## src/suspend_pkg.sv

```systemverilog
package suspend_pkg;

    // Pin count of the general-purpose port
    localparam int unsigned GPIO_COUNT = 11;

    // Register indices of the plain register port
    localparam logic [3:0] ADDR_CONTROL     = 4'h0;
    localparam logic [3:0] ADDR_WAKE_ENABLE = 4'h1;
    localparam logic [3:0] ADDR_WAKE_MATCH  = 4'h2;
    localparam logic [3:0] ADDR_SUSP_LEVEL  = 4'h3;
    localparam logic [3:0] ADDR_SUSP_OD     = 4'h4;
    localparam logic [3:0] ADDR_STATUS      = 4'h5;
    localparam logic [3:0] ADDR_IRQ_STATUS  = 4'h6;
    localparam logic [3:0] ADDR_IRQ_ENABLE  = 4'h7;
    localparam logic [3:0] ADDR_IRQ_CLEAR   = 4'h8;

    // Control register fields
    localparam int unsigned CTRL_CONFIG_DONE = 0;
    localparam int unsigned CTRL_REMOTE_WAKE = 1;

    // Interrupt event bits
    localparam int unsigned IRQ_WIDTH       = 3;
    localparam int unsigned IRQ_ENTER       = 0;
    localparam int unsigned IRQ_EXIT        = 1;
    localparam int unsigned IRQ_WAKE_SENT   = 2;

    localparam logic [GPIO_COUNT-1:0] GPIO_ZERO = 11'h000;
    localparam logic [31:0]           DATA_ZERO = 32'h0000_0000;

    typedef enum logic [1:0] {
        ST_UNCONFIGURED = 2'b00,
        ST_ACTIVE       = 2'b01,
        ST_SUSPENDED    = 2'b10,
        ST_WAKING       = 2'b11
    } susp_state_t;

endpackage

```

## src/usb_suspend_wakeup_control.sv

```systemverilog
// Behaviour
// - On detecting suspend signalling on the bus the device enters suspend.
// - Entering suspend asserts both suspend indicators.
// - After any device reset the indicators stay asserted until configuration and enumeration end.
// - The active-high indicator is high while suspended and low in normal operation.
// - The second indicator always carries the inverse of the active-high indicator.
// - Suspend ends on resume detected or generated, on bus reset, or on device reset.
// - Suspend also ends when enabled wakeup pins stop equalling their match values.
// - During device reset both indicators float, weakly pulled toward the I/O supply.
// - Every general-purpose pin can be enabled individually as a wakeup source.
// - While suspended, a mismatch on an enabled wakeup pin sends remote wakeup to the host if CTRL_REMOTE_WAKE is set.
// - Each pin's suspend level and drive type come from one-time programmable configuration.
//
// Design decisions made here: the register addresses and the strobed register port.
`timescale 1ns/100ps
`default_nettype none

module usb_suspend_wakeup_control
    import suspend_pkg::*;
(
    // Clock and reset
    input  wire logic                      clk_i,
    input  wire logic                      arst_n_i,
    // Bus signalling events from the USB core and the wakeup request back to it
    input  wire logic                      bus_suspend_i,
    input  wire logic                      bus_resume_i,
    input  wire logic                      bus_reset_i,
    input  wire logic                      enum_done_i,
    output logic                           remote_wake_o,
    // General-purpose pins
    input  wire logic [GPIO_COUNT-1:0]     gpio_i,
    input  wire logic [GPIO_COUNT-1:0]     gpio_normal_i,
    input  wire logic [GPIO_COUNT-1:0]     gpio_normal_oe_i,
    output logic      [GPIO_COUNT-1:0]     gpio_o,
    output logic      [GPIO_COUNT-1:0]     gpio_oe_o,
    // Suspend indicators, two signals each
    output logic                           suspend_o,
    output logic                           suspend_oe_o,
    output logic                           suspend_n_o,
    output logic                           suspend_n_oe_o,
    // Register port
    input  wire logic [3:0]                reg_addr_i,
    input  wire logic [31:0]               reg_wdata_i,
    input  wire logic                      reg_wr_i,
    input  wire logic                      reg_rd_i,
    output logic      [31:0]               reg_rdata_o,
    // Interrupt
    output logic                           irq_o
);

    logic                  rst_sync1;
    logic                  rst_n;
    susp_state_t           state;
    susp_state_t           next_state;
    logic                  config_done;
    logic                  remote_wake_en;
    logic [GPIO_COUNT-1:0] wake_enable;
    logic [GPIO_COUNT-1:0] wake_match;
    logic [GPIO_COUNT-1:0] susp_level;
    logic [GPIO_COUNT-1:0] susp_od;
    logic [GPIO_COUNT-1:0] mismatch_bits;
    logic                  wake_mismatch;
    logic [IRQ_WIDTH-1:0]  irq_status;
    logic [IRQ_WIDTH-1:0]  irq_enable;
    logic [IRQ_WIDTH-1:0]  irq_events;
    logic                  suspended;
    logic                  next_suspended;
    logic                  wr_clear;
    logic                  wr_control;
    logic                  wr_wake_enable;
    logic                  wr_wake_match;
    logic                  wr_susp_level;
    logic                  wr_susp_od;
    logic                  wr_irq_enable;
    logic [31:0]           next_rdata;

    // Reset release through two flops; assertion stays asynchronous
    always_ff @(posedge clk_i or negedge arst_n_i) begin
        if (!arst_n_i) begin
            rst_sync1 <= 1'b0;
            rst_n     <= 1'b0;
        end else begin
            rst_sync1 <= 1'b1;
            rst_n     <= rst_sync1;
        end
    end

    // Per-pin mismatch, masked by each pin's own enable
    // A pin with its enable clear never wakes the device, whatever its level
    genvar g;
    generate
        for (g = 0; g < GPIO_COUNT; g++) begin : g_mis
            assign mismatch_bits[g] = wake_enable[g] & (gpio_i[g] ^ wake_match[g]);
        end
    endgenerate
    assign wake_mismatch = |mismatch_bits;

    // Suspend state sequencing
    always_comb begin
        next_state = state;
        case (state)
            ST_UNCONFIGURED: begin
                if (config_done && enum_done_i) begin
                    next_state = ST_ACTIVE;
                end
            end
            ST_ACTIVE: begin
                if (bus_reset_i) begin
                    // A bus reset restarts enumeration; the device stays awake
                    next_state = ST_ACTIVE;
                end else if (bus_suspend_i) begin
                    next_state = ST_SUSPENDED;
                end
            end
            ST_SUSPENDED: begin
                if (bus_resume_i || bus_reset_i) begin
                    next_state = ST_ACTIVE;
                end else if (wake_mismatch && remote_wake_en) begin
                    next_state = ST_WAKING;
                end else if (wake_mismatch) begin
                    // Without host permission no signalling goes out; resume locally
                    next_state = ST_ACTIVE;
                end
            end
            ST_WAKING: begin
                // Signalling generated counts as resume; the host answers with resume
                next_state = ST_ACTIVE;
            end
            default: begin
                next_state = ST_UNCONFIGURED;
            end
        endcase
    end

    always_ff @(posedge clk_i or negedge rst_n) begin
        if (!rst_n) begin
            state <= ST_UNCONFIGURED;
        end else begin
            state <= next_state;
        end
    end

    // Indicator high before enumeration and while suspended
    assign next_suspended = (next_state == ST_UNCONFIGURED)
                          || (next_state == ST_SUSPENDED);

    always_ff @(posedge clk_i or negedge rst_n) begin
        if (!rst_n) begin
            suspended <= 1'b1;
        end else begin
            suspended <= next_suspended;
        end
    end

    // Indicator levels follow the next state so they move with the state flop
    always_ff @(posedge clk_i or negedge rst_n) begin
        if (!rst_n) begin
            suspend_o   <= 1'b1;
            suspend_n_o <= 1'b0;
        end else begin
            suspend_o   <= next_suspended;
            suspend_n_o <= ~next_suspended;
        end
    end

    // Indicator pins: released during reset so the weak pull holds them
    always_ff @(posedge clk_i or negedge rst_n) begin
        if (!rst_n) begin
            suspend_oe_o   <= 1'b0;
            suspend_n_oe_o <= 1'b0;
        end else begin
            suspend_oe_o   <= 1'b1;
            suspend_n_oe_o <= 1'b1;
        end
    end

    // One-cycle remote wakeup request toward the USB core
    always_ff @(posedge clk_i or negedge rst_n) begin
        if (!rst_n) begin
            remote_wake_o <= 1'b0;
        end else begin
            remote_wake_o <= (state == ST_SUSPENDED) && (next_state == ST_WAKING);
        end
    end

    // Pin drive: the suspend image replaces normal drive while suspended
    always_ff @(posedge clk_i or negedge rst_n) begin
        if (!rst_n) begin
            gpio_o    <= GPIO_ZERO;
            gpio_oe_o <= GPIO_ZERO;
        end else if (next_state == ST_SUSPENDED) begin
            gpio_o    <= susp_level;
            // Open-drain pins drive only their low level
            gpio_oe_o <= ~susp_od | ~susp_level;
        end else begin
            gpio_o    <= gpio_normal_i;
            gpio_oe_o <= gpio_normal_oe_i;
        end
    end

    // Write decode; an unmapped index raises no strobe, so the write is dropped
    always_comb begin
        wr_control     = 1'b0;
        wr_wake_enable = 1'b0;
        wr_wake_match  = 1'b0;
        wr_susp_level  = 1'b0;
        wr_susp_od     = 1'b0;
        wr_irq_enable  = 1'b0;
        wr_clear       = 1'b0;
        if (reg_wr_i) begin
            if (reg_addr_i == ADDR_CONTROL) begin
                wr_control = 1'b1;
            end else if (reg_addr_i == ADDR_WAKE_ENABLE) begin
                wr_wake_enable = 1'b1;
            end else if (reg_addr_i == ADDR_WAKE_MATCH) begin
                wr_wake_match = 1'b1;
            end else if (reg_addr_i == ADDR_SUSP_LEVEL) begin
                wr_susp_level = 1'b1;
            end else if (reg_addr_i == ADDR_SUSP_OD) begin
                wr_susp_od = 1'b1;
            end else if (reg_addr_i == ADDR_IRQ_ENABLE) begin
                wr_irq_enable = 1'b1;
            end else if (reg_addr_i == ADDR_IRQ_CLEAR) begin
                wr_clear = 1'b1;
            end
        end
    end

    // Configuration registers; they model the programmed one-time image
    // Writable here so any image can be loaded; real silicon loads it once
    always_ff @(posedge clk_i or negedge rst_n) begin
        if (!rst_n) begin
            config_done    <= 1'b0;
            remote_wake_en <= 1'b0;
        end else if (wr_control) begin
            config_done    <= reg_wdata_i[CTRL_CONFIG_DONE];
            remote_wake_en <= reg_wdata_i[CTRL_REMOTE_WAKE];
        end
    end

    always_ff @(posedge clk_i or negedge rst_n) begin
        if (!rst_n) begin
            wake_enable <= GPIO_ZERO;
        end else if (wr_wake_enable) begin
            wake_enable <= reg_wdata_i[GPIO_COUNT-1:0];
        end
    end

    always_ff @(posedge clk_i or negedge rst_n) begin
        if (!rst_n) begin
            wake_match <= GPIO_ZERO;
        end else if (wr_wake_match) begin
            wake_match <= reg_wdata_i[GPIO_COUNT-1:0];
        end
    end

    always_ff @(posedge clk_i or negedge rst_n) begin
        if (!rst_n) begin
            susp_level <= GPIO_ZERO;
        end else if (wr_susp_level) begin
            susp_level <= reg_wdata_i[GPIO_COUNT-1:0];
        end
    end

    always_ff @(posedge clk_i or negedge rst_n) begin
        if (!rst_n) begin
            susp_od <= GPIO_ZERO;
        end else if (wr_susp_od) begin
            susp_od <= reg_wdata_i[GPIO_COUNT-1:0];
        end
    end

    // Interrupt events; a new event wins over a clear in the same cycle
    always_comb begin
        irq_events                = '0;
        irq_events[IRQ_ENTER]     = (state != ST_SUSPENDED) && (next_state == ST_SUSPENDED);
        irq_events[IRQ_EXIT]      = (state == ST_SUSPENDED) && (next_state != ST_SUSPENDED);
        irq_events[IRQ_WAKE_SENT] = (state == ST_SUSPENDED) && (next_state == ST_WAKING);
    end

    // Write-one-to-clear; the event term is ORed after the clear so it survives
    always_ff @(posedge clk_i or negedge rst_n) begin
        if (!rst_n) begin
            irq_status <= '0;
        end else if (wr_clear) begin
            irq_status <= (irq_status & ~reg_wdata_i[IRQ_WIDTH-1:0]) | irq_events;
        end else begin
            irq_status <= irq_status | irq_events;
        end
    end

    always_ff @(posedge clk_i or negedge rst_n) begin
        if (!rst_n) begin
            irq_enable <= '0;
        end else if (wr_irq_enable) begin
            irq_enable <= reg_wdata_i[IRQ_WIDTH-1:0];
        end
    end

    // Registered so the output comes straight from a flop; one cycle late
    always_ff @(posedge clk_i or negedge rst_n) begin
        if (!rst_n) begin
            irq_o <= 1'b0;
        end else begin
            irq_o <= |(irq_status & irq_enable);
        end
    end

    // Read decode; the clear register is write-only and reads as zero
    always_comb begin
        next_rdata = DATA_ZERO;
        if (reg_rd_i) begin
            if (reg_addr_i == ADDR_CONTROL) begin
                next_rdata = {30'h0000_0000, remote_wake_en, config_done};
            end else if (reg_addr_i == ADDR_WAKE_ENABLE) begin
                next_rdata = {21'h00_0000, wake_enable};
            end else if (reg_addr_i == ADDR_WAKE_MATCH) begin
                next_rdata = {21'h00_0000, wake_match};
            end else if (reg_addr_i == ADDR_SUSP_LEVEL) begin
                next_rdata = {21'h00_0000, susp_level};
            end else if (reg_addr_i == ADDR_SUSP_OD) begin
                next_rdata = {21'h00_0000, susp_od};
            end else if (reg_addr_i == ADDR_STATUS) begin
                next_rdata = {18'h0_0000, mismatch_bits, suspended, state};
            end else if (reg_addr_i == ADDR_IRQ_STATUS) begin
                next_rdata = {29'h0000_0000, irq_status};
            end else if (reg_addr_i == ADDR_IRQ_ENABLE) begin
                next_rdata = {29'h0000_0000, irq_enable};
            end
        end
    end

    // Read data valid the cycle after the strobe only
    always_ff @(posedge clk_i or negedge rst_n) begin
        if (!rst_n) begin
            reg_rdata_o <= DATA_ZERO;
        end else begin
            reg_rdata_o <= next_rdata;
        end
    end

endmodule

`default_nettype wire

```

## config.mk

```make
export PLATFORM = sky130hd
export DESIGN_NAME = usb_suspend_wakeup_control
export DESIGN_NICKNAME = d
export VERILOG_FILES = /design/src/suspend_pkg.sv /design/src/usb_suspend_wakeup_control.sv
export SDC_FILE = /design/constraint.sdc
export NUM_CORES = 1
export LEC_CHECK = 0
export ABC_CLOCK_PERIOD_IN_PS = 4300
export BUFFER_PORTS_ARGS = -buffer_cell sky130_fd_sc_hd__buf_2
export CAP_MARGIN = 20
export CORE_MARGIN = 2
export CORE_UTILIZATION = 51
export CTS_CLUSTER_DIAMETER = 30
export DETAILED_ROUTE_END_ITERATION = 6
export GPL_ROUTABILITY_DRIVEN = 0
export PLACE_DENSITY = 0.9
export SKIP_LAST_GASP = 1
export SLEW_MARGIN = 20
export SYNTH_ARGS = -nofsm -noshare
export SYNTH_HDL_FRONTEND = slang
export SYNTH_SLANG_ARGS = --single-unit
```

## constraint.sdc

```tcl
create_clock -name clk_i -period 4.3 [get_ports clk_i]
set_clock_uncertainty 0.15 [all_clocks]
set_input_delay 0.215 -clock clk_i [delete_from_list [all_inputs] [get_ports clk_i]]
set_output_delay 0.215 -clock clk_i [all_outputs]
set_load 0.005 [all_outputs]
```

# --- After elaboration in Yosys (flattened, before gate mapping) ---
# Index checks and enable logic that the tools add are counted.
classes:
  bitwise_logic: 31
  n_mux: 54
  eq_ne: 15
  reduce_logical: 12
ops:
  columns: ["operator", "count"]
  rows:
  - ["14-bit two-way mux", 7]
  - ["1-bit two-way mux", 35]
  - ["11-bit two-way mux", 2]
  - ["11-bit NOT", 2]
  - ["4-bit by 3-bit == test with 1-bit output, second input constant", 4]
  - ["2-bit two-way mux", 6]
  - ["1-bit AND", 11]
  - ["11-bit bitwise OR", 1]
  - ["11-bit OR reduction", 1]
  - ["1-bit XOR", 11]
  - ["3-bit two-way mux", 3]
  - ["2-bit == test, second input constant", 4]
  - ["4-bit by 2-bit == test with 1-bit output, second input constant", 2]
  - ["2-bit case mux with 4 select lines", 1]
  - ["3-bit AND", 2]
  - ["3-bit bitwise OR", 2]
  - ["1-bit logical AND", 5]
  - ["4-bit by 1-bit == test with 1-bit output, second input constant", 1]
  - ["4-bit == test, second input constant", 1]
  - ["2-bit zero test", 2]
  - ["4-bit zero test", 1]
  - ["2-bit != test, second input constant", 2]
  - ["3-bit NOT", 1]
  - ["3-bit OR reduction", 1]
  - ["3 further kinds", 4]
totals:
  elab_cells: 131
  reg_bits: 115

# --- Longest topological paths before layout ---
# Gate-level depths: netlist of the first run.
logic_depth:
  depth_word: 11
  ltp_mapped: 7
  ltp_nobuf: 5

# --- Worst setup path after synthesis of the first run ---
# Ideal clock, no wire load.
synth_timing:
  path_type: "reg-to-reg"
  start: "register wake_match[2]"
  end: "register gpio_o[0]"
  stages_incl_launch_ff: 6
  path_slack_ps: 2293
  arrival_ps: 1732
  required_time_ps: 4025
  cell_sequence: "dfrtp_1 > xor2_1 > a222oi_1 > a31oi_1 > buf_2 > mux2_2"
synth_via:
  elab_chain_cells: 9
  word_cells_on_any_way: 10
  cone_classes: "eq/ne: 1; mux: 5; bitwise: 2; reduce/logical: 2"
synth_lines:
  columns: ["element", "line_no", "rtl"]
  rows:
  - ["start: declaration", "usb_suspend_wakeup_control.sv:58", "logic [GPIO_COUNT-1:0] wake_match;"]
  - ["start signal: assignment", "usb_suspend_wakeup_control.sv:253", "wake_match <= reg_wdata_i[GPIO_COUNT-1:0];"]
  - ["1-bit XOR (*)", "usb_suspend_wakeup_control.sv:93", "assign mismatch_bits[g] = wake_enable[g] & (gpio_i[g] ^ wake_match[g]);"]
  - ["1-bit AND (*)", "usb_suspend_wakeup_control.sv:93", null]
  - ["11-bit OR reduction (*)", "usb_suspend_wakeup_control.sv:96", "assign wake_mismatch = |mismatch_bits;"]
  - ["2-bit two-way mux or 1-bit logical AND (tied branches)", "usb_suspend_wakeup_control.sv:120, usb_suspend_wakeup_control.sv:118", null]
  - ["2-bit two-way mux (*)", "usb_suspend_wakeup_control.sv:118", "end else if (wake_mismatch && remote_wake_en) begin"]
  - ["2-bit two-way mux (*)", "usb_suspend_wakeup_control.sv:116", "if (bus_resume_i || bus_reset_i) begin"]
  - ["2-bit case mux with 4 select lines (*)", "usb_suspend_wakeup_control.sv:101", "case (state)"]
  - ["2-bit == test (*)", "usb_suspend_wakeup_control.sv:191", "end else if (next_state == ST_SUSPENDED) begin"]
  - ["11-bit two-way mux (*)", "usb_suspend_wakeup_control.sv:191", null]
  - ["end signal: assignment", "usb_suspend_wakeup_control.sv:192", "gpio_o <= susp_level;"]
  - ["end signal: assignment", "usb_suspend_wakeup_control.sv:196", "gpio_o <= gpio_normal_i;"]
  - ["end: declaration", "usb_suspend_wakeup_control.sv:34", "output logic [GPIO_COUNT-1:0] gpio_o,"]
# Mark *: on every way between the ends. The rest lies on a longest branch, timed or not.
# A chain may end at the register's enable or synchronous reset.

# --- Final worst setup path of the first run ---
layout_timing:
  start: "register wake_match[2]"
  end: "register gpio_oe_o[10]"
layout_via:
  elab_chain_cells: 9
  word_cells_on_any_way: 10
  cone_classes: "eq/ne: 1; mux: 5; bitwise: 2; reduce/logical: 2"
layout_lines:
  columns: ["element", "line_no", "rtl"]
  rows:
  - ["1-bit XOR (*)", "usb_suspend_wakeup_control.sv:93", null]
  - ["1-bit AND (*)", "usb_suspend_wakeup_control.sv:93", null]
  - ["11-bit OR reduction (*)", "usb_suspend_wakeup_control.sv:96", null]
  - ["2-bit two-way mux or 1-bit logical AND (tied branches)", "usb_suspend_wakeup_control.sv:120, usb_suspend_wakeup_control.sv:118", null]
  - ["2-bit two-way mux (*)", "usb_suspend_wakeup_control.sv:118", null]
  - ["2-bit two-way mux (*)", "usb_suspend_wakeup_control.sv:116", null]
  - ["2-bit case mux with 4 select lines (*)", "usb_suspend_wakeup_control.sv:101", null]
  - ["2-bit == test (*)", "usb_suspend_wakeup_control.sv:191", null]
  - ["11-bit two-way mux (*)", "usb_suspend_wakeup_control.sv:191", null]
  - ["end signal: assignment", "usb_suspend_wakeup_control.sv:194", "gpio_oe_o <= ~susp_od | ~susp_level;"]
  - ["end signal: assignment", "usb_suspend_wakeup_control.sv:197", "gpio_oe_o <= gpio_normal_oe_i;"]
  - ["end: declaration", "usb_suspend_wakeup_control.sv:35", "output logic [GPIO_COUNT-1:0] gpio_oe_o,"]
# Marks and branches as above.

==> impl_results.html, run 1 <==
<table>
<tr><th>Metric</th><th>Value</th></tr>
<tr><th colspan="2">Floorplan</th></tr>
<tr><td>Std-Cell Core Area</td><td>8299 um2</td></tr>
<tr><td>X dimension of the die</td><td>96.86 um</td></tr>
<tr><td>Total I/O pin count</td><td>between 100 and 150</td></tr>
<tr><td>Site Rows</td><td>33</td></tr>
<tr><td>Starting Density</td><td>52.99%</td></tr>
<tr><td>Die span in y</td><td>96.86 um</td></tr>
<tr><td>Die area</td><td>9382 um2</td></tr>
<tr><th colspan="2">Logic synthesis</th></tr>
<tr><td>Average footprint of a synthesized cell</td><td>12.12 um2</td></tr>
<tr><td>Cell variety after synth</td><td>36</td></tr>
<tr><td>Cell type with the highest aggregate area in the netlist</td><td>dfrtp_1</td></tr>
<tr><td>Post-synthesis instance area</td><td>~4400 um2</td></tr>
<tr><td>Share of synthesized registers carrying an async set or reset</td><td>100.0%</td></tr>
<tr><td>Yosys Warn Count</td><td>0</td></tr>
<tr><td>Number of synthesized register bits</td><td>96</td></tr>
<tr><td>Most used standard cells in the synthesized netlist</td><td>dfrtp_1 (95), mux2_2 (74), nand2_1 (22)</td></tr>
<tr><td>Top flip-flop cell by instance count after synthesis</td><td>dfrtp_1</td></tr>
<tr><td>Synthesized netlist cell count</td><td>363</td></tr>
<tr><td>Yosys top cell area share</td><td>54.05%</td></tr>
<tr><td>Largest cells by area after synthesis</td><td>dfrtp_1 (54%), mux2_2 (19%), buf_4 (3.2%), a22oi_1 (2.7%), xor2_1 (2.2%)</td></tr>
<tr><td>Portion of the post-synthesis area used by sequential elements</td><td>between 50% and 60%</td></tr>
<tr><td>EDFF count, synth</td><td>0</td></tr>
<tr><td>Most repeated cell in the gate-level netlist after synthesis</td><td>dfrtp_1</td></tr>
<tr><th colspan="2">Clocking</th></tr>
<tr><td>Clock latency on the worst-skew pair</td><td>0.36 ns</td></tr>
<tr><td>Number of clock buffers inserted by TritonCTS</td><td>9</td></tr>
<tr><td>Gates resized, CTS repair</td><td>0</td></tr>
<tr><td>Clock tree from TritonCTS</td><td>done</td></tr>
<tr><td>Cell at the root of the clock tree</td><td>clkbuf_8</td></tr>
<tr><td>Maximum number of buffers from clock root to sink</td><td>2</td></tr>
<tr><td>Clock Sinks</td><td>96</td></tr>
<tr><td>Clock transition at the registers of the reported paths</td><td>0.09 ns</td></tr>
<tr><td>Depth of the CTS H-tree</td><td>3</td></tr>
<tr><th colspan="2">Layout</th></tr>
<tr><td>Number of diodes</td><td>0</td></tr>
<tr><td>Final nets</td><td>567</td></tr>
<tr><td>End-of-flow core utilization</td><td>~66%</td></tr>
<tr><td>Number of fill cells in the layout</td><td>576</td></tr>
<tr><td>Ratio of cells with drive above 1 in the final layout</td><td>39.19%</td></tr>
<tr><td>Cell area after layout</td><td>5478 um2</td></tr>
<tr><td>Growth of design area from synthesis to finish</td><td>24.55%</td></tr>
<tr><th colspan="2">Hold path</th></tr>
<tr><td>Hold path startpoint</td><td>gpio_i[8]</td></tr>
<tr><td>Hold Path End</td><td>reg_rdata_o[11]</td></tr>
<tr><td>Hold path depth</td><td>4</td></tr>
<tr><td>Worst min-delay path class</td><td>input port to flip-flop</td></tr>
<tr><th colspan="2">Status</th></tr>
<tr><td>Result of the run</td><td>finished clean</td></tr>
<tr><th colspan="2">Setup path</th></tr>
<tr><td>Crit path capture type</td><td>flip-flop</td></tr>
<tr><td>Path depth of the worst reg2reg path</td><td>5</td></tr>
<tr><td>Category of the worst setup path launch point</td><td>flip-flop</td></tr>
<tr><td>Arrival @ worst endpoint</td><td>2.76 ns</td></tr>
<tr><td>Worst-case register-to-register setup slack</td><td>1.64 ns</td></tr>
<tr><td>Data required time of the critical path</td><td>4.40 ns</td></tr>
<tr><td>Critical-path maximum fanout</td><td>14</td></tr>
<tr><td>Reg2Reg Launch Point</td><td>wake_match[2]</td></tr>
<tr><td>Crit Path Class</td><td>flip-flop to flip-flop</td></tr>
<tr><td>Reg2reg end</td><td>gpio_oe_o[10]</td></tr>
<tr><th colspan="2">Global routing</th></tr>
<tr><td>Via count of the first global-routing pass</td><td>roughly 3.6k</td></tr>
<tr><td>Pin count of the biggest net entering global routing</td><td>61</td></tr>
<tr><td>Number of antenna violations at the first check in global routing</td><td>0</td></tr>
<tr><td>Global-route wire length before repair</td><td>17.41 mm</td></tr>
<tr><td>Remaining Overflow, GRT</td><td>0</td></tr>
<tr><td>GRT Total Usage</td><td>23.30%</td></tr>
<tr><th colspan="2">Pwr</th></tr>
<tr><td>Areal power density over the cells</td><td>440.5 nW/um2</td></tr>
<tr><td>Leakage component of the power</td><td>2.588 nW</td></tr>
<tr><td>Max rail drop VDD</td><td>279.4 uV</td></tr>
<tr><th colspan="2">Timing</th></tr>
<tr><td>Final worst path period share</td><td>61.91%</td></tr>
<tr><td>Maximum clock rate</td><td>approximately 380 MHz</td></tr>
<tr><td>Number of hold-slack violations in the final timing report</td><td>0</td></tr>
<tr><td>RSZ-0062 raised after global routing</td><td>false</td></tr>
<tr><td>Max transition margin</td><td>20.69%</td></tr>
<tr><td>Worst-margin pin slew</td><td>1.187 ns</td></tr>
<tr><td>Sum of negative setup slack</td><td>0 ns</td></tr>
<tr><td>Slew Viols, Final</td><td>0</td></tr>
<tr><td>Min Clock Period, post-route</td><td>2.662 ns</td></tr>
<tr><td>Total of endpoints with negative setup slack in the final report</td><td>0</td></tr>
<tr><th colspan="2">Route</th></tr>
<tr><td>DR iter-0 viols</td><td>352</td></tr>
<tr><td>Final wirelength</td><td>10.56 mm</td></tr>
<tr><td>Vias per cell</td><td>5.722</td></tr>
<tr><td>Count of vias placed by the detailed router</td><td>3,433</td></tr>
<tr><td>Remaining DRCs</td><td>0</td></tr>
<tr><td>Count of nets left with antenna violations after detail routing</td><td>0</td></tr>
<tr><td>First drt pass iteration count</td><td>7</td></tr>
<tr><td>Routed length per placed instance</td><td>between 15 and 20 um</td></tr>
<tr><th colspan="2">Placement</th></tr>
<tr><td>Area after detailed placement</td><td>a little under 5000 um2</td></tr>
<tr><td>Number of buffer cells added on primary ports</td><td>97</td></tr>
<tr><td>Post-DP HPWL</td><td>7.115 mm</td></tr>
<tr><th colspan="2">Job</th></tr>
<tr><td>Max-capacitance violation count</td><td>0</td></tr>
</table>
## per-layer routing
layer	GRT usage [%]	share of wire, %
met5	0	0
met4	9.209	2.5
met3	4.986	6.8
met2	40.01	50
met1	28.76	40
## critical path: stages (launching register included)
cell      delay, ns
dfrtp_1        0.42
xor2_1         0.17
a222oi_1       0.79
a31oi_2        0.39
buf_4          0.33
mux2_2         0.30
## report_power, final
part           internal, mW  switching [mW]
registers              1.07           0.149
logic                 0.270           0.218
clock network         0.387           0.318
total                  1.73           0.685
## placed cells by master (no fill, tap or decap), types with 2 or more instances in the layout
cell type / instances
or3b_2: 2
bufinv_16: 3
nor2b_1: 5
buf_4: 2
o21ai_0: 11
clkbuf_8: 9
a21oi_1: 18
conb_1: 20
o211ai_1: 2
a21o_1: 6
nand3_1: 3
nor3_1: 3
nor2_1: 19
nand2b_1: 3
mux2_2: 74
a22oi_1: 16
clkinvlp_4: 2
o21bai_1: 8
dlygate4sd3_1: 33
a222oi_1: 2
xor2_1: 11
buf_2: 97
nand2_1: 22
inv_1: 3
dfrtp_1: 94
a31oi_1: 2
a32oi_1: 10
## worst max path at each step
| stage | from | to | slack (ns) | cells after the start |
|---|---|---|---|---|
| after global routing | wake_match[2] | gpio_oe_o[10] | 1.47 | 5 |
| after floorplan | rst_n | config_done | 1.28 | 0 |
| after global placement | wake_match[2] | gpio_oe_o[4] | 1.75 | 5 |
| after detailed placement | wake_match[2] | gpio_o[6] | 1.67 | 5 |
| final | wake_match[2] | gpio_oe_o[10] | 1.64 | 5 |
| after CTS | wake_match[2] | gpio_oe_o[10] | 1.67 | 5 |
## metrics by stage
step / power (mW) / instances / hold slack (ns) / setup WS, ns
6_report: 2.413 / 600 / 0.02739 / 1.638
5_1_grt: 2.531 / 600 / 0.008133 / 1.473
4_1_cts: 2.417 / 600 / 0.001665 / 1.666
3_5_place_dp: 1.692 / 551 / -0.1477 / 1.673
3_3_place_gp: 1.664 / 551 / -0.1461 / 1.755
2_1_floorplan: 1.513 / 381 / -0.2306 / 1.280
## cells by family (layout without fill, tap and decap cells)
kind of cell,Yosys count,after routing,share of synthesized area (%)
AO/OA/AOI/OAI,76,76,11.64
other,2,20,0.1708
multiplexers,75,75,19.17
buffers and inverters,37,151,4.865
flip-flops,96,96,54.65
AND/OR/NAND/NOR,66,66,7.312
XOR/XNOR,11,11,2.191
## cell type report
cell class	count	area (um2)	area share, %
Sequential cell	96	2407	43.95
Clock inverter	7	118.9	2.170
Inverter	3	11.26	0.2056
Tap cell	105	131.4	2.398
Timing Repair Buffer	132	830.8	15.17
Multi-Input combinational cell	248	1854	33.85
Clock buffer	9	123.9	2.261
## state kept, by name, indices dropped and copies added, names as in the netlist
name,count
rst_n,1
irq_status,3
state,1
config_done,1
wake_match,11
susp_level,11
irq_o,1
remote_wake_en,1
susp_od,11
irq_enable,3
rst_sync1,1
suspend_o,1
reg_rdata_o,14
gpio_o,11
remote_wake_o,1
wake_enable,11
suspend_n_oe_o,1
gpio_oe_o,11
suspend_n_o,1
## repair_timing
item | 4_1_cts | 5_1_grt
hold buffers | 33 | 0
setup buffers | 0 | 0
endpoints found under the hold margin | 58 | 0
No activity file was read; power rests on OpenSTA's default activity.
==> run 2: changes to the inputs <==
--- a/config.mk
+++ b/config.mk
@@ -5,7 +5,7 @@
 export SDC_FILE = /design/constraint.sdc
 export NUM_CORES = 1
 export LEC_CHECK = 0
-export ABC_CLOCK_PERIOD_IN_PS = 4300
+export ABC_CLOCK_PERIOD_IN_PS = 2700
 export BUFFER_PORTS_ARGS = -buffer_cell sky130_fd_sc_hd__buf_2
 export CAP_MARGIN = 20
 export CORE_MARGIN = 2
==> constraint.sdc (replaced) <==
create_clock -name clk_i -period 2.7 [get_ports clk_i]
set_clock_uncertainty 0.15 [all_clocks]
set_input_delay 0.135 -clock clk_i [delete_from_list [all_inputs] [get_ports clk_i]]
set_output_delay 0.135 -clock clk_i [all_outputs]
set_load 0.005 [all_outputs]
==> run 2 against run 1 <==
Compared with the run above:
- cell count up 2.7%
- die area unchanged
- core utilization up 1.5 points
- routed wire length grew 6.9%
- global-route usage grew 1.5 points
- cell area increased by 2.3%
- register-to-register slack worse by 1.1 ns
- power increased by 58%
- sequential power rose by 60%
- via count grew 1.1%
- fmax up 23%
- critical endpoint is now gpio_o[4]
- largest cell class unchanged
- largest power group unchanged
==> impl_results.html, run 2 (synthesized netlist as in run 1, its figures left out) <==
<table>
<tr><th>Metric</th><th>Value</th></tr>
<tr><th colspan="2">Layout</th></tr>
<tr><td>Most used cells in the layout excluding fill and tap cells</td><td>buf_2 (97), dfrtp_1 (94), mux2_2 (74)</td></tr>
<tr><td>Final nets</td><td>584 (+3.0%)</td></tr>
<tr><td>Cell area after layout</td><td>5605 um2 (+2.3%)</td></tr>
<tr><td>Ratio of cells with drive above 1 in the final layout</td><td>39.92% (+0.73 points)</td></tr>
<tr><td>Growth of design area from synthesis to finish</td><td>27.45%</td></tr>
<tr><td>Number of diodes</td><td>0 (unchanged)</td></tr>
<tr><td>Commonest non-fill, non-tap cell in the layout</td><td>buf_2</td></tr>
<tr><td>Number of fill cells in the layout</td><td>590 (+2.4%)</td></tr>
<tr><td>Register name with the most flops</td><td>reg_rdata_o</td></tr>
<tr><td>Number of flip-flops in the largest register</td><td>14 (unchanged)</td></tr>
<tr><th colspan="2">Setup path</th></tr>
<tr><td>Cell chain of the critical path</td><td>xor2_1 -&gt; a22oi_1 -&gt; and4_1 -&gt; a31oi_2 -&gt; buf_4 -&gt; mux2_2</td></tr>
<tr><td>Path depth of the worst reg2reg path</td><td>6 (+1)</td></tr>
<tr><td>Origin of the worst setup path</td><td>wake_match[3]</td></tr>
<tr><td>Reg2reg end</td><td>gpio_o[4]</td></tr>
<tr><td>Crit Path Class</td><td>flip-flop to flip-flop</td></tr>
<tr><td>Data required time of the critical path</td><td>2.79 ns (-1.61 ns)</td></tr>
<tr><td>Largest incremental delay on the critical path</td><td>0.41 ns (-0.38 ns)</td></tr>
<tr><td>Largest delay share family, worst path</td><td>flip-flops</td></tr>
<tr><td>Number of stages on the worst setup path</td><td>6 (+1)</td></tr>
<tr><td>CP bufs+invs</td><td>1 (unchanged)</td></tr>
<tr><td>Arrival @ worst endpoint</td><td>2.25 ns (-0.51 ns)</td></tr>
<tr><td>Category of the worst setup path launch point</td><td>flip-flop</td></tr>
<tr><td>Endpoint of the worst setup timing path</td><td>gpio_o[4]</td></tr>
<tr><td>Crit path capture type</td><td>flip-flop</td></tr>
<tr><td>Worst-case register-to-register setup slack</td><td>0.54 ns (-1.10 ns)</td></tr>
<tr><td>Reg2Reg Launch Point</td><td>wake_match[3]</td></tr>
<tr><td>Critical-path maximum fanout</td><td>14 (unchanged)</td></tr>
<tr><td>CP max-delay cell</td><td>dfrtp_1</td></tr>
<tr><th colspan="2">Timing</th></tr>
<tr><td>Total of endpoints with negative setup slack in the final report</td><td>0 (unchanged)</td></tr>
<tr><td>Hold slack final</td><td>0.02575 ns (-0.001644 ns)</td></tr>
<tr><td>Worst-margin pin slew</td><td>0.9295 ns (-0.2577 ns)</td></tr>
<tr><td>Number of hold-slack violations in the final timing report</td><td>0 (unchanged)</td></tr>
<tr><td>Final worst path period share</td><td>80.14% (+18 points)</td></tr>
<tr><td>Maximum clock rate</td><td>462.1 MHz (+23%)</td></tr>
<tr><td>Slew Viols, Final</td><td>0 (unchanged)</td></tr>
<tr><td>Min Clock Period, post-route</td><td>2.164 ns (-0.4982 ns)</td></tr>
<tr><td>Max transition margin</td><td>38.04% (+17 points)</td></tr>
<tr><td>Sum of negative setup slack</td><td>0 ns (unchanged)</td></tr>
<tr><td>RSZ-0062 raised after global routing</td><td>false</td></tr>
<tr><th colspan="2">Global routing</th></tr>
<tr><td>Number of antenna violations at the first check in global routing</td><td>0 (unchanged)</td></tr>
<tr><td>Via count of the first global-routing pass</td><td>3,721 (+4.7%)</td></tr>
<tr><td>Global-route wire length before repair</td><td>18.56 mm (+6.6%)</td></tr>
<tr><td>GRT Total Usage</td><td>24.80% (+1.5 points)</td></tr>
<tr><td>Pin count of the biggest net entering global routing</td><td>75 (+23%)</td></tr>
<tr><td>Remaining Overflow, GRT</td><td>0 (unchanged)</td></tr>
<tr><th colspan="2">Pwr</th></tr>
<tr><td>Max rail drop VDD</td><td>402.7 uV (+44%)</td></tr>
<tr><td>Switch share</td><td>28.37% (-0.030 points)</td></tr>
<tr><td>Clock share of power</td><td>27.6% (-1.6 points)</td></tr>
<tr><td>Combinational Power Share</td><td>21.1% (+0.9 points)</td></tr>
<tr><td>Switch Pwr</td><td>1.081 mW (+58%)</td></tr>
<tr><td>Areal power density over the cells</td><td>679.5 nW/um2 (+54%)</td></tr>
<tr><td>Leakage component of the power</td><td>2.663 nW (+2.9%)</td></tr>
<tr><td>Sequential share of power</td><td>51.3% (+0.7 points)</td></tr>
<tr><td>Internal power summed over all cells</td><td>2.728 mW (+58%)</td></tr>
<tr><th colspan="2">Route</th></tr>
<tr><td>Routed length per placed instance</td><td>18.32 um (+4.1%)</td></tr>
<tr><td>Vias per cell</td><td>5.633 (-1.5%)</td></tr>
<tr><td>Remaining DRCs</td><td>0 (unchanged)</td></tr>
<tr><td>Final wirelength</td><td>11.28 mm (+6.9%)</td></tr>
<tr><td>Count of nets left with antenna violations after detail routing</td><td>0 (unchanged)</td></tr>
<tr><td>DR iter-0 viols</td><td>398 (+13%)</td></tr>
<tr><td>First drt pass iteration count</td><td>6 (-1)</td></tr>
<tr><td>Count of vias placed by the detailed router</td><td>3,470 (+1.1%)</td></tr>
<tr><th colspan="2">Clocking</th></tr>
<tr><td>Gates resized, CTS repair</td><td>0 (unchanged)</td></tr>
<tr><td>Cell at the root of the clock tree</td><td>clkbuf_8</td></tr>
<tr><td>Clock latency on the worst-skew pair</td><td>0.36 ns (about the same)</td></tr>
<tr><td>Clock Sinks</td><td>96 (unchanged)</td></tr>
<tr><td>Maximum number of buffers from clock root to sink</td><td>2 (unchanged)</td></tr>
<tr><td>Depth of the CTS H-tree</td><td>3 (unchanged)</td></tr>
<tr><td>Number of clock buffers inserted by TritonCTS</td><td>9 (unchanged)</td></tr>
<tr><td>Clock transition at the registers of the reported paths</td><td>0.09 ns (about the same)</td></tr>
<tr><td>Clock tree from TritonCTS</td><td>done</td></tr>
<tr><td>Post-CTS setup buffer count</td><td>0 (unchanged)</td></tr>
<tr><th colspan="2">Job</th></tr>
<tr><td>Max-capacitance violation count</td><td>0 (unchanged)</td></tr>
<tr><th colspan="2">Placement</th></tr>
<tr><td>Number of buffer cells added on primary ports</td><td>97 (unchanged)</td></tr>
<tr><td>Post-DP HPWL</td><td>7.651 mm (+7.5%)</td></tr>
<tr><td>Area after detailed placement</td><td>4987 um2 (+1.7%)</td></tr>
<tr><th colspan="2">Status</th></tr>
<tr><td>Result of the run</td><td>finished clean</td></tr>
<tr><th colspan="2">Floorplan</th></tr>
<tr><td>Die area</td><td>9382 um2 (unchanged)</td></tr>
<tr><td>Die span in y</td><td>96.86 um (unchanged)</td></tr>
<tr><td>Starting Density</td><td>52.99% (unchanged)</td></tr>
<tr><td>Std-Cell Core Area</td><td>8299 um2 (unchanged)</td></tr>
<tr><td>X dimension of the die</td><td>96.86 um (unchanged)</td></tr>
<tr><td>Total I/O pin count</td><td>137 (unchanged)</td></tr>
<tr><td>Site Rows</td><td>33 (unchanged)</td></tr>
<tr><th colspan="2">Hold path</th></tr>
<tr><td>Worst min-delay path class</td><td>input port to flip-flop</td></tr>
</table>
run 2: worst min-delay path, stage by stage:
cell,delay [ns]
buf_2,0.09
a31oi_1,0.08
nor2_1,0.13
a21oi_1,0.06
run 2: cell type report:
| class | count | area, um2 | area share [%] |
|---|---|---|---|
| clock buffer | 11 | 151.4 | 2.701 |
| tap | 105 | 131.4 | 2.344 |
| clock inverter | 4 | 76.32 | 1.362 |
| inverter | 3 | 11.26 | 0.2009 |
| multi-input combinational | 248 | 1854 | 33.08 |
| timing repair buffer | 149 | 973.4 | 17.37 |
| sequential | 96 | 2407 | 42.95 |
run 2: through the flow:
stage / utilization, % / setup slack [ns] / cells / power (mW)
6_report: 67.54 / 0.5362 / 616 / 3.809
5_1_grt: 67.54 / 0.4946 / 616 / 3.999
4_1_cts: 67.54 / 0.5375 / 616 / 3.820
2_1_floorplan: - / 0.6929 / 381 / 2.409
3_5_place_dp: 60.09 / 0.5546 / 562 / 2.728
3_3_place_gp: 60.09 / 0.6271 / 562 / 2.675
run 2: worst min path at each step:
stage / startpoint / to / slack [ns] / cells after the start
global route: bus_reset_i / irq_status[0] / 0.04 / 3
finish: bus_suspend_i / suspend_n_o / 0.03 / 4
CTS: bus_suspend_i / suspend_n_o / 0.005 / 4
global placement: arst_n_i / rst_sync1 / -0.23 / 1
detailed placement: arst_n_i / rst_sync1 / -0.23 / 1
floorplan: arst_n_i / rst_n / -0.31 / 0
run 2: layer usage:
metal / track usage [%] / routed length (um) / up-vias
met2: 41.99 / 5699 / 217
met1: 31.07 / 4360 / 1663
met4: 8.667 / 338 / 0
met3: 6.214 / 884 / 38
met5: 0 / 0 / -
li1: - / - / 1552
run 2: repair_timing:
action,4_1_cts,5_1_grt
endpoints found under the hold margin,77,0
hold buffers,39,0
setup endpoints to repair,0,0
run 2: power by group through the flow:
stage                     Combinational (mW)  Sequential (mW)  Clock [mW]
after floorplan                        0.499             1.91           0
after global placement                 0.717             1.96           0
after detailed placement               0.752             1.98           0
after CTS                              0.801             1.95        1.07
after global routing                   0.878             1.99        1.13
final                                  0.803             1.95        1.05
